===== src/common/output_clock_pin_core_pkg.sv =====
package output_clock_pin_core_pkg;

    // ==========================================================
    // Register map
    localparam logic [7:0] ADDR_CLOCK_OUTPUT_SELECT = 8'h07;
    localparam logic [7:0] ADDR_LDO_CONTROL         = 8'h08;
    localparam logic [7:0] ADDR_PROCESSOR_CONTROL   = 8'h09;

    localparam logic [7:0] RST_CLOCK_OUTPUT_SELECT  = 8'h00;
    localparam logic [7:0] RST_LDO_CONTROL          = 8'h00;
    localparam logic [7:0] RST_PROCESSOR_CONTROL    = 8'h04;
    localparam logic [7:0] UNMAPPED_READ            = 8'h00;

    // ==========================================================
    // Field positions
    localparam int RATE_SEL_LSB     = 0;  // clock_output_select[2:0]
    localparam int LDO_VSEL_LSB     = 0;  // ldo_control[1:0]
    localparam int LDO_PD_BIT       = 2;  // ldo_control[2]
    localparam int RUN_BIT          = 0;  // processor_control[0]
    localparam int SAMPLE_RATE_LSB  = 1;  // processor_control[2:1]
    localparam int SLOW_RATE_LSB    = 3;  // processor_control[4:3]
    localparam int BANK_SEL_LSB     = 5;  // processor_control[6:5]
    localparam int ZERO_STATE_BIT   = 7;  // processor_control[7]

    // ==========================================================
    // Field codes
    localparam logic [2:0] CLK_SEL_X2   = 3'h0;
    localparam logic [2:0] CLK_SEL_X1   = 3'h1;
    localparam logic [2:0] CLK_SEL_DIV2 = 3'h2;
    localparam logic [2:0] CLK_SEL_DIV4 = 3'h3;
    localparam logic [2:0] CLK_SEL_DIV8 = 3'h4;
    localparam logic [2:0] CLK_SEL_OFF  = 3'h7;

    localparam logic [1:0] LDO_V_1V2    = 2'h0;
    localparam logic [1:0] LDO_V_1V1    = 2'h1;
    localparam logic [1:0] BANK_A       = 2'h0;
    localparam logic [1:0] BANK_B       = 2'h1;
    localparam logic [1:0] SLOW_DIV1    = 2'h0;
    localparam logic [1:0] SLOW_DIV8    = 2'h2;
    localparam logic [1:0] FS_RESERVED  = 2'h0;
    localparam logic [1:0] FS_192K      = 2'h2;

    // ==========================================================
    // Register access request
    typedef struct packed {
        logic       wr;
        logic       rd;
        logic [7:0] addr;
        logic [7:0] wdata;
    } reg_req_t;

    // Effective processor settings
    typedef struct packed {
        logic       run;
        logic [1:0] sample_rate;
        logic [1:0] slow_rate;
        logic [1:0] bank;
    } core_cfg_t;

endpackage


===== src/verilog/clock_out_and_core_control.sv =====
`timescale 1ns/1ps

// Summary of operation
// - Output clock rate codes 000..100 give master clock times 2, times 1, and divided by 2, 4 and 8.
// - Rate code 111 stops the output clock and holds the pin low.
// - The two fastest selections do not work while density-modulated output is on, so the pin stays low.
// - The selected clock reaches the pin only while the pin is in clock output mode.
// - The LDO power-down bit at 1 powers the regulator down and at 0 keeps it active.
// - LDO voltage code 00 is 1.2 V and 01 is 1.1 V, other codes are reserved and ignored.
// - With the zero-state bit set, a switch of active bank clears the core data memory state.
// - Bank code 00 makes bank A active and 01 bank B, other codes are reserved and ignored.
// - Slow rate code 00, 01, 10 makes the slow rate equal to, a quarter or an eighth of the fast rate.
// - Sample rate codes 01, 10, 11 pick 96, 192 and 768 kHz, reset to 10, and 00 is reserved.
// - Sample rate and slow rate settings take effect only while the run bit is 0.
// - The run bit starts and stops the core, both at the beginning of the program.
module clock_out_and_core_control
    import output_clock_pin_core_pkg::*;
(
    input  wire logic                       i_ref_clk,
    input  wire logic                       i_arst_n,
    input  wire logic                       i_clk_en,
    input  wire output_clock_pin_core_pkg::reg_req_t  i_req,
    output logic [7:0]                      o_rdata,
    input  wire logic                       i_master_clk,
    input  wire logic                       i_master_clk_x2,
    input  wire logic                       i_output_clock_pin_pin_mode,
    input  wire logic                       i_density_mod_enabled,
    input  wire logic                       i_program_start,
    output logic                            o_output_clock_pin,
    output logic                            o_ldo_power_down,
    output logic [1:0]                      o_ldo_voltage_sel,
    output output_clock_pin_core_pkg::core_cfg_t      o_core_cfg,
    output logic                            o_state_clear
);
    import output_clock_pin_core_pkg::*;

    typedef enum logic [0:0] {CORE_STOPPED, CORE_RUNNING} core_state_t;

    logic [7:0]  clock_output_select;
    logic [7:0]  ldo_control;
    logic [7:0]  processor_control;
    logic [2:0]  active_sel;
    logic [2:0]  div_cnt;
    logic        mclk_q;
    logic        next_pin;
    core_state_t core_state;

    wire logic [2:0] output_clock_rate_sel = clock_output_select[RATE_SEL_LSB +: 3];
    wire logic [1:0] reg_bank   = processor_control[BANK_SEL_LSB +: 2];
    wire logic [1:0] reg_fs     = processor_control[SAMPLE_RATE_LSB +: 2];
    wire logic [1:0] reg_slow   = processor_control[SLOW_RATE_LSB +: 2];
    wire logic       reg_run    = processor_control[RUN_BIT];
    wire logic       zero_state = processor_control[ZERO_STATE_BIT];
    wire logic       mclk_rise  = i_master_clk && !mclk_q;

    // Clock level produced by one selection code
    function automatic logic clk_of(input logic [2:0] sel, input logic x1, input logic x2,
                                    input logic [2:0] cnt);
        unique case (sel)
            CLK_SEL_X2:   clk_of = x2;
            CLK_SEL_X1:   clk_of = x1;
            CLK_SEL_DIV2: clk_of = cnt[0];
            CLK_SEL_DIV4: clk_of = cnt[1];
            CLK_SEL_DIV8: clk_of = cnt[2];
            default:      clk_of = 1'b0;
        endcase
    endfunction

    // Reserved codes of two-bit fields keep the previous value
    function automatic logic legal2(input logic [1:0] code, input logic [1:0] top);
        legal2 = (code <= top);
    endfunction

    // ==========================================================
    // Register writes and reads
    always_ff @(posedge i_ref_clk or negedge i_arst_n) begin
        if (!i_arst_n) begin
            clock_output_select <= RST_CLOCK_OUTPUT_SELECT;
            ldo_control         <= RST_LDO_CONTROL;
            processor_control   <= RST_PROCESSOR_CONTROL;
        end else if (i_clk_en && i_req.wr) begin
            unique case (i_req.addr)
                ADDR_CLOCK_OUTPUT_SELECT: clock_output_select <= i_req.wdata;
                ADDR_LDO_CONTROL:         ldo_control         <= i_req.wdata;
                ADDR_PROCESSOR_CONTROL:   processor_control   <= i_req.wdata;
                default: ;
            endcase
        end
    end

    // Read data is registered; unmapped reads answer zero
    always_ff @(posedge i_ref_clk or negedge i_arst_n) begin
        if (!i_arst_n) begin
            o_rdata <= UNMAPPED_READ;
        end else if (i_clk_en && i_req.rd) begin
            unique case (i_req.addr)
                ADDR_CLOCK_OUTPUT_SELECT: o_rdata <= clock_output_select;
                ADDR_LDO_CONTROL:         o_rdata <= ldo_control;
                ADDR_PROCESSOR_CONTROL:   o_rdata <= processor_control;
                default:                  o_rdata <= UNMAPPED_READ;
            endcase
        end
    end

    // ==========================================================
    // Output clock divider, counted on master clock rising edges
    always_ff @(posedge i_ref_clk or negedge i_arst_n) begin
        if (!i_arst_n) begin
            mclk_q  <= 1'b0;
            div_cnt <= 3'h0;
        end else if (i_clk_en) begin
            mclk_q <= i_master_clk;
            if (mclk_rise) begin
                div_cnt <= div_cnt + 3'h1;
            end
        end
    end

    // Switch selection only while both old and new clocks sit low, so no runt pulse leaves
    always_ff @(posedge i_ref_clk or negedge i_arst_n) begin
        if (!i_arst_n) begin
            active_sel <= RST_CLOCK_OUTPUT_SELECT[2:0];
        end else if (i_clk_en && active_sel != output_clock_rate_sel
                     && !o_output_clock_pin
                     && !clk_of(active_sel, i_master_clk, i_master_clk_x2, div_cnt)
                     && !clk_of(output_clock_rate_sel, i_master_clk, i_master_clk_x2, div_cnt)) begin
            active_sel <= output_clock_rate_sel;
        end
    end

    // Pin level: off code, foreign pin mode, or fast modes with density output give low
    always_comb begin
        next_pin = clk_of(active_sel, i_master_clk, i_master_clk_x2, div_cnt);
        if (!i_output_clock_pin_pin_mode) begin
            next_pin = 1'b0;
        end
        if (i_density_mod_enabled && (active_sel == CLK_SEL_X2 || active_sel == CLK_SEL_X1)) begin
            next_pin = 1'b0;
        end
    end

    always_ff @(posedge i_ref_clk or negedge i_arst_n) begin
        if (!i_arst_n) begin
            o_output_clock_pin <= 1'b0;
        end else if (i_clk_en) begin
            o_output_clock_pin <= next_pin;
        end
    end

    // ==========================================================
    // Regulator controls; reserved voltage codes are not passed on
    always_ff @(posedge i_ref_clk or negedge i_arst_n) begin
        if (!i_arst_n) begin
            o_ldo_power_down  <= RST_LDO_CONTROL[LDO_PD_BIT];
            o_ldo_voltage_sel <= RST_LDO_CONTROL[1:0];
        end else if (i_clk_en) begin
            o_ldo_power_down <= ldo_control[LDO_PD_BIT];
            if (legal2(ldo_control[LDO_VSEL_LSB +: 2], LDO_V_1V1)) begin
                o_ldo_voltage_sel <= ldo_control[LDO_VSEL_LSB +: 2];
            end
        end
    end

    // ==========================================================
    // Core run state changes only at program start
    always_ff @(posedge i_ref_clk or negedge i_arst_n) begin
        if (!i_arst_n) begin
            core_state <= CORE_STOPPED;
        end else if (i_clk_en && i_program_start) begin
            core_state <= reg_run ? CORE_RUNNING : CORE_STOPPED;
        end
    end

    // Rates follow the register only once the run output has dropped, so a running program never sees a change;
    // the bank switch shares this process so the settings word has a single driver
    always_ff @(posedge i_ref_clk or negedge i_arst_n) begin
        if (!i_arst_n) begin
            o_core_cfg.run         <= 1'b0;
            o_core_cfg.sample_rate <= RST_PROCESSOR_CONTROL[SAMPLE_RATE_LSB +: 2];
            o_core_cfg.slow_rate   <= RST_PROCESSOR_CONTROL[SLOW_RATE_LSB +: 2];
            o_core_cfg.bank        <= BANK_A;
            o_state_clear          <= 1'b0;
        end else if (i_clk_en) begin
            o_core_cfg.run <= (core_state == CORE_RUNNING);
            o_state_clear  <= 1'b0;
            if (!reg_run && core_state == CORE_STOPPED && !o_core_cfg.run) begin
                if (reg_fs != FS_RESERVED) begin
                    o_core_cfg.sample_rate <= reg_fs;
                end
                if (legal2(reg_slow, SLOW_DIV8)) begin
                    o_core_cfg.slow_rate <= reg_slow;
                end
            end
            // Bank switch, with a one-cycle state clear when zeroing is enabled
            if (legal2(reg_bank, BANK_B) && reg_bank != o_core_cfg.bank) begin
                o_core_cfg.bank <= reg_bank;
                o_state_clear   <= zero_state;
            end
        end
    end
endmodule

===== config.mk =====
export PLATFORM = sky130hd
export DESIGN_NAME = clock_out_and_core_control
export DESIGN_NICKNAME = d
export VERILOG_FILES = /design/src/common/output_clock_pin_core_pkg.sv /design/src/verilog/clock_out_and_core_control.sv
export SDC_FILE = /design/constraint.sdc
export NUM_CORES = 1
export LEC_CHECK = 0
export ABC_AREA = 1
export ABC_CLOCK_PERIOD_IN_PS = 2300
export BUFFER_PORTS_ARGS = -buffer_cell sky130_fd_sc_hd__buf_2
export CORE_MARGIN = 2
export CORE_UTILIZATION = 50
export CTS_CLUSTER_SIZE = 25
export DETAILED_ROUTE_END_ITERATION = 8
export PLACE_DENSITY = 0.71
export REMOVE_ABC_BUFFERS = 1
export SLEW_MARGIN = 20
export SYNTH_ARGS = -nofsm -noshare
export SYNTH_HDL_FRONTEND = slang
export SYNTH_SLANG_ARGS = --single-unit

===== constraint.sdc =====
create_clock -name i_ref_clk -period 2.3 [get_ports i_ref_clk]
set_input_delay 0.115 -clock i_ref_clk [delete_from_list [all_inputs] [get_ports i_ref_clk]]
set_output_delay 0.115 -clock i_ref_clk [all_outputs]
set_load 0.01 [all_outputs]

==> results.txt <==
----------------------------------------------------
[Run status]
  Status ... finished, final reports clean

[Timing]
  Highest Clock Rate ... 698 MHz
  WHS ... approximately 0.026 ns
  Final hold viol count ... 0
  Actual transition at the worst max-transition pin ... 0.453 ns
  Slew Viols, Final ... 0
  Fin Setup TNS ... 0 ns
  Worst-case headroom to the max-slew limit ... 69.8%
  Final cycle utilization of the critical path ... between 60 and 70%
  RSZ-0062 raised after global routing ... no
  Skew final ... between 0.004 and 0.005 ns
  Final-report setup violation count ... 0
  Shortest period the worst path allows ... about 1.4 ns
  Worst setup slack after layout ... around 0.87 ns

[Pwr]
  Power per Cell Area ... roughly 650 mW/mm2
  Leakage Power ... roughly 1.5 nW
  Cell internal power dissipation ... between 1 and 1.5 mW
  Power Total ... approximately 1.9 mW
  Switching portion of total power ... roughly 26%
  Switching power ... approximately 0.49 mW
  Portion of total power attributed to combinational logic ... about an eighth
  Sequential share of power ... ~54%
  Maximum vdd drop ... about 0.00040 V
  Clock network fraction of total power ... ~34%

[CTS]
  Number of instances resized during post-cts repair ... 0
  Post-CTS Setup Repair Bufs ... 0
  Maximum count of clock buffers along a single path ... 2
  Clk_lat worst skew ... roughly 0.30 ns
  Clock tree from TritonCTS ... yes
  Clock transition at path regs ... 0.10 ns
  Quantity of hold-fixing buffers added after cts ... 1
  Count of H-tree levels built during CTS ... 2
  Clock net sink count ... 52
  Cell at the root of the clock tree ... sky130_fd_sc_hd__clkbuf_8
  CTS Buf Count ... 5

[Global routing]
  Sum of overflow across all layers after global routing ... 0
  Antenna violations before repair ... 0
  Vias in the first global route ... between 1,500 and 2,000
  Maximum number of pins on one net before global-route repair ... 22
  Total routing resource utilization after global routing ... 20.0%
  Global-route wire length before repair ... ~8500 um

[Drt]
  Number of iterations in the first detailed-routing pass ... 4
  First DRT Iteration DRCs ... between 100 and 150
  Average detailed-routed wire length per instance ... between 10 and 15 um
  Routed via count ... 2,017
  Number of remaining DRC errors ... 0
  Post-detailed-routing wire length ... a little over 5000 um
  Post-detailed-route via-to-cell ratio ... 4.91
  Remaining antenna violation count ... 0

[Place]
  Instance area at placement ... approximately 0.0028 mm2
  # placed instances ... 402
  Global placer's final weighted congestion ... between 0.7 and 0.8
  Place WS ... ~0.75 ns
  HPWL after DPL ... roughly 3800 um
  Port Buf Inserts ... 45

[Floorplanning]
  DIE HEIGHT ... ~75 um
  Width of the die ... between 70 and 80 um
  Overall die area ... ~0.0056 mm2
  IO Pins ... 46
  Site Rows ... 25
  Area of the core ... around 0.0048 mm2
  Initial core utilization ... between 50% and 60%

[Logic synthesis]
  YS warnings ... 0
  Mean area per synthesized cell ... between 8 and 9 um2
  Count of unique library cells instantiated by Yosys ... 28
  Dominant cell type by area after synthesis ... sky130_fd_sc_hd__dfrtp_1
  Synth top area share ... 50.0%
  Total standard cell area after synthesis ... about 0.0025 mm2
  Seq/Total Area, Yosys ... 52.1%
  Number of standard cells after synthesis ... just under 300
  Area contributors post-synth ... sky130_fd_sc_hd__dfrtp_1, sky130_fd_sc_hd__nand2_1, sky130_fd_sc_hd__nand3_1
  Number of flip-flops and latches in the synthesized netlist ... 52

[Worst setup path]
  Crit path launch type ... flip-flop
  Number of cells traversed by the worst register-to-register path ... 8
  FF-to-FF End ... active_sel[0]$_DFFE_PN0P_
  Largest driver fanout on the critical path ... 5
  Worst setup path class ... flip-flop to flip-flop
  Critical R2R Launch ... active_sel[1]$_DFFE_PN0P_
  Critical Path AT ... approximately 1.6 ns
  Flop-to-flop setup slack ... 0.87 ns
  Kind of end point of the critical path ... flip-flop
  Data required time at the worst endpoint ... roughly 2.5 ns

[Layout]
  Layout fillers ... approximately 470
  Total Nets Final ... 370
  Final Util ... approximately three fifths
  FF/Latch Area ... 0.00130 mm2
  Design area ... between 0.002 and 0.003 mm2
  Final antenna diode count ... 0
  Final cell count without fillers ... around 410
  Multi-input gate area ... between 0.001 and 0.0015 mm2
  Area growth from synthesis to final layout ... 16.1%
  Share of post-route cells with drive strength above 1 ... 23.0%

[Hold path]
  Hold EP ... core_state$_DFFE_PN0P_
  WHS Path Cells ... 2
  Class of the most critical hold timing path ... primary input to flip-flop
  Worst Min Path Start ... i_program_start

[Job]
  Max-capacitance violation count ... 0

----------------------------------------------------
power by group through the flow:
stage / combinational (mW) / sequential, mW / clock (mW)
finish: 0.235 / 1.01 / 0.633
global route: 0.272 / 1.01 / 0.682
CTS: 0.240 / 1.01 / 0.650
detailed placement: 0.238 / 1.02 / 0
global placement: 0.231 / 1.02 / 0
floorplan: 0.135 / 1.02 / 0
worst max-delay path, stage by stage, from the launching register on:
cell and delay [ns]:
sky130_fd_sc_hd__dfrtp_1 0.44, sky130_fd_sc_hd__inv_1 0.13, sky130_fd_sc_hd__nand2_1 0.06, sky130_fd_sc_hd__nand3_1 0.06, sky130_fd_sc_hd__nand2_1 0.05, sky130_fd_sc_hd__a21oi_1 0.31, sky130_fd_sc_hd__nand2_1 0.15, sky130_fd_sc_hd__nand2_1 0.08
sky130_fd_sc_hd__nand2_1 0.05
layout make-up:
type | count | area share [%]
Tap cell | 67 | 2.89
Inverter | 33 | 4.26
Clock inverter | 3 | 1.59
Clock buffer | 5 | 2.37
Sequential cell | 52 | 44.9
Timing Repair Buffer | 49 | 8.87
Multi-Input combinational cell | 202 | 35.1
routing by layer:
layer | routed length (um) | GRT usage, %
met5 | 0 | 0
met1 | 2420 | 28.7
met4 | 46 | 5.36
met3 | 208 | 4.15
met2 | 2360 | 31.4
kinds of logic after synthesis:
| group | Yosys count | share of synthesized area, % |
|---|---|---|
| simple gates | 159 | 29.5 |
| flops | 52 | 52.1 |
| buf+inv | 41 | 7.10 |
| compound gates | 37 | 8.95 |
| xor+xnor | 4 | 1.40 |
| mux | 1 | 0.450 |
| fa+ha+maj | 1 | 0.500 |
sequential cells by signal, summed over array words and instances, names as in the netlist:
name / count
o_rdata: 8
mclk_q: 1
div_cnt: 3
active_sel: 3
ldo_control: 8
o_core_cfg: 7
o_state_clear: 1
o_ldo_voltage_sel: 2
o_output_clock_pin: 1
core_state: 1
clock_output_select: 8
processor_control: 8
o_ldo_power_down: 1
Yosys cell counts:
| cell type | count |
|---|---|
| sky130_fd_sc_hd__o211ai_1 | 1 |
| sky130_fd_sc_hd__nor2_4 | 1 |
| sky130_fd_sc_hd__o22ai_1 | 1 |
| sky130_fd_sc_hd__buf_4 | 1 |
| sky130_fd_sc_hd__xnor2_1 | 1 |
| sky130_fd_sc_hd__o21ai_0 | 5 |
| sky130_fd_sc_hd__mux2_2 | 1 |
| sky130_fd_sc_hd__ha_1 | 1 |
| sky130_fd_sc_hd__nand2_2 | 3 |
| sky130_fd_sc_hd__dfstp_2 | 2 |
| sky130_fd_sc_hd__clkbuf_1 | 1 |
| sky130_fd_sc_hd__xor2_1 | 3 |
| sky130_fd_sc_hd__inv_2 | 1 |
| sky130_fd_sc_hd__a31oi_1 | 1 |
| sky130_fd_sc_hd__nor3b_4 | 2 |
| sky130_fd_sc_hd__dfrtp_1 | 50 |
| sky130_fd_sc_hd__nand4_1 | 1 |
| sky130_fd_sc_hd__nand3_1 | 45 |
| sky130_fd_sc_hd__nand2_1 | 85 |
| sky130_fd_sc_hd__inv_1 | 32 |
| sky130_fd_sc_hd__o21ai_1 | 7 |
| sky130_fd_sc_hd__nor2_1 | 18 |
| sky130_fd_sc_hd__nor3_4 | 2 |
| sky130_fd_sc_hd__o21ai_2 | 9 |
| sky130_fd_sc_hd__a21oi_1 | 13 |
| sky130_fd_sc_hd__buf_6 | 2 |
| sky130_fd_sc_hd__buf_2 | 4 |
| sky130_fd_sc_hd__nand3_2 | 2 |
worst max path at each step:
| stage | from | endpoint |
|---|---|---|
| floorplan | i_req[13] | processor_control[1]$_DFFE_PN0P_ |
| finish | active_sel[1]$_DFFE_PN0P_ | active_sel[0]$_DFFE_PN0P_ |
| detailed placement | i_req[10] | processor_control[5]$_DFFE_PN0P_ |
| global route | active_sel[1]$_DFFE_PN0P_ | active_sel[1]$_DFFE_PN0P_ |
| CTS | active_sel[1]$_DFFE_PN0P_ | active_sel[0]$_DFFE_PN0P_ |
| global placement | i_req[10] | processor_control[6]$_DFFE_PN0P_ |
cells in the final DEF, fill, tap and decap left out, drive strengths merged:
cell / count
nand2: 88
dfrtp: 50
buf: 48
nand3: 47
inv: 34
o21ai: 21
nor2: 19
a21oi: 13
clkbuf: 5
xor2: 3
nor3b: 2
nor3: 2
dfstp: 2
nand4: 1
xnor2: 1
o22ai: 1
a31oi: 1
o211ai: 1
mux2: 1
ha: 1
clkinvlp: 1
bufinv: 1
dlygate4sd3: 1
Power figures use the tool's default switching activity.
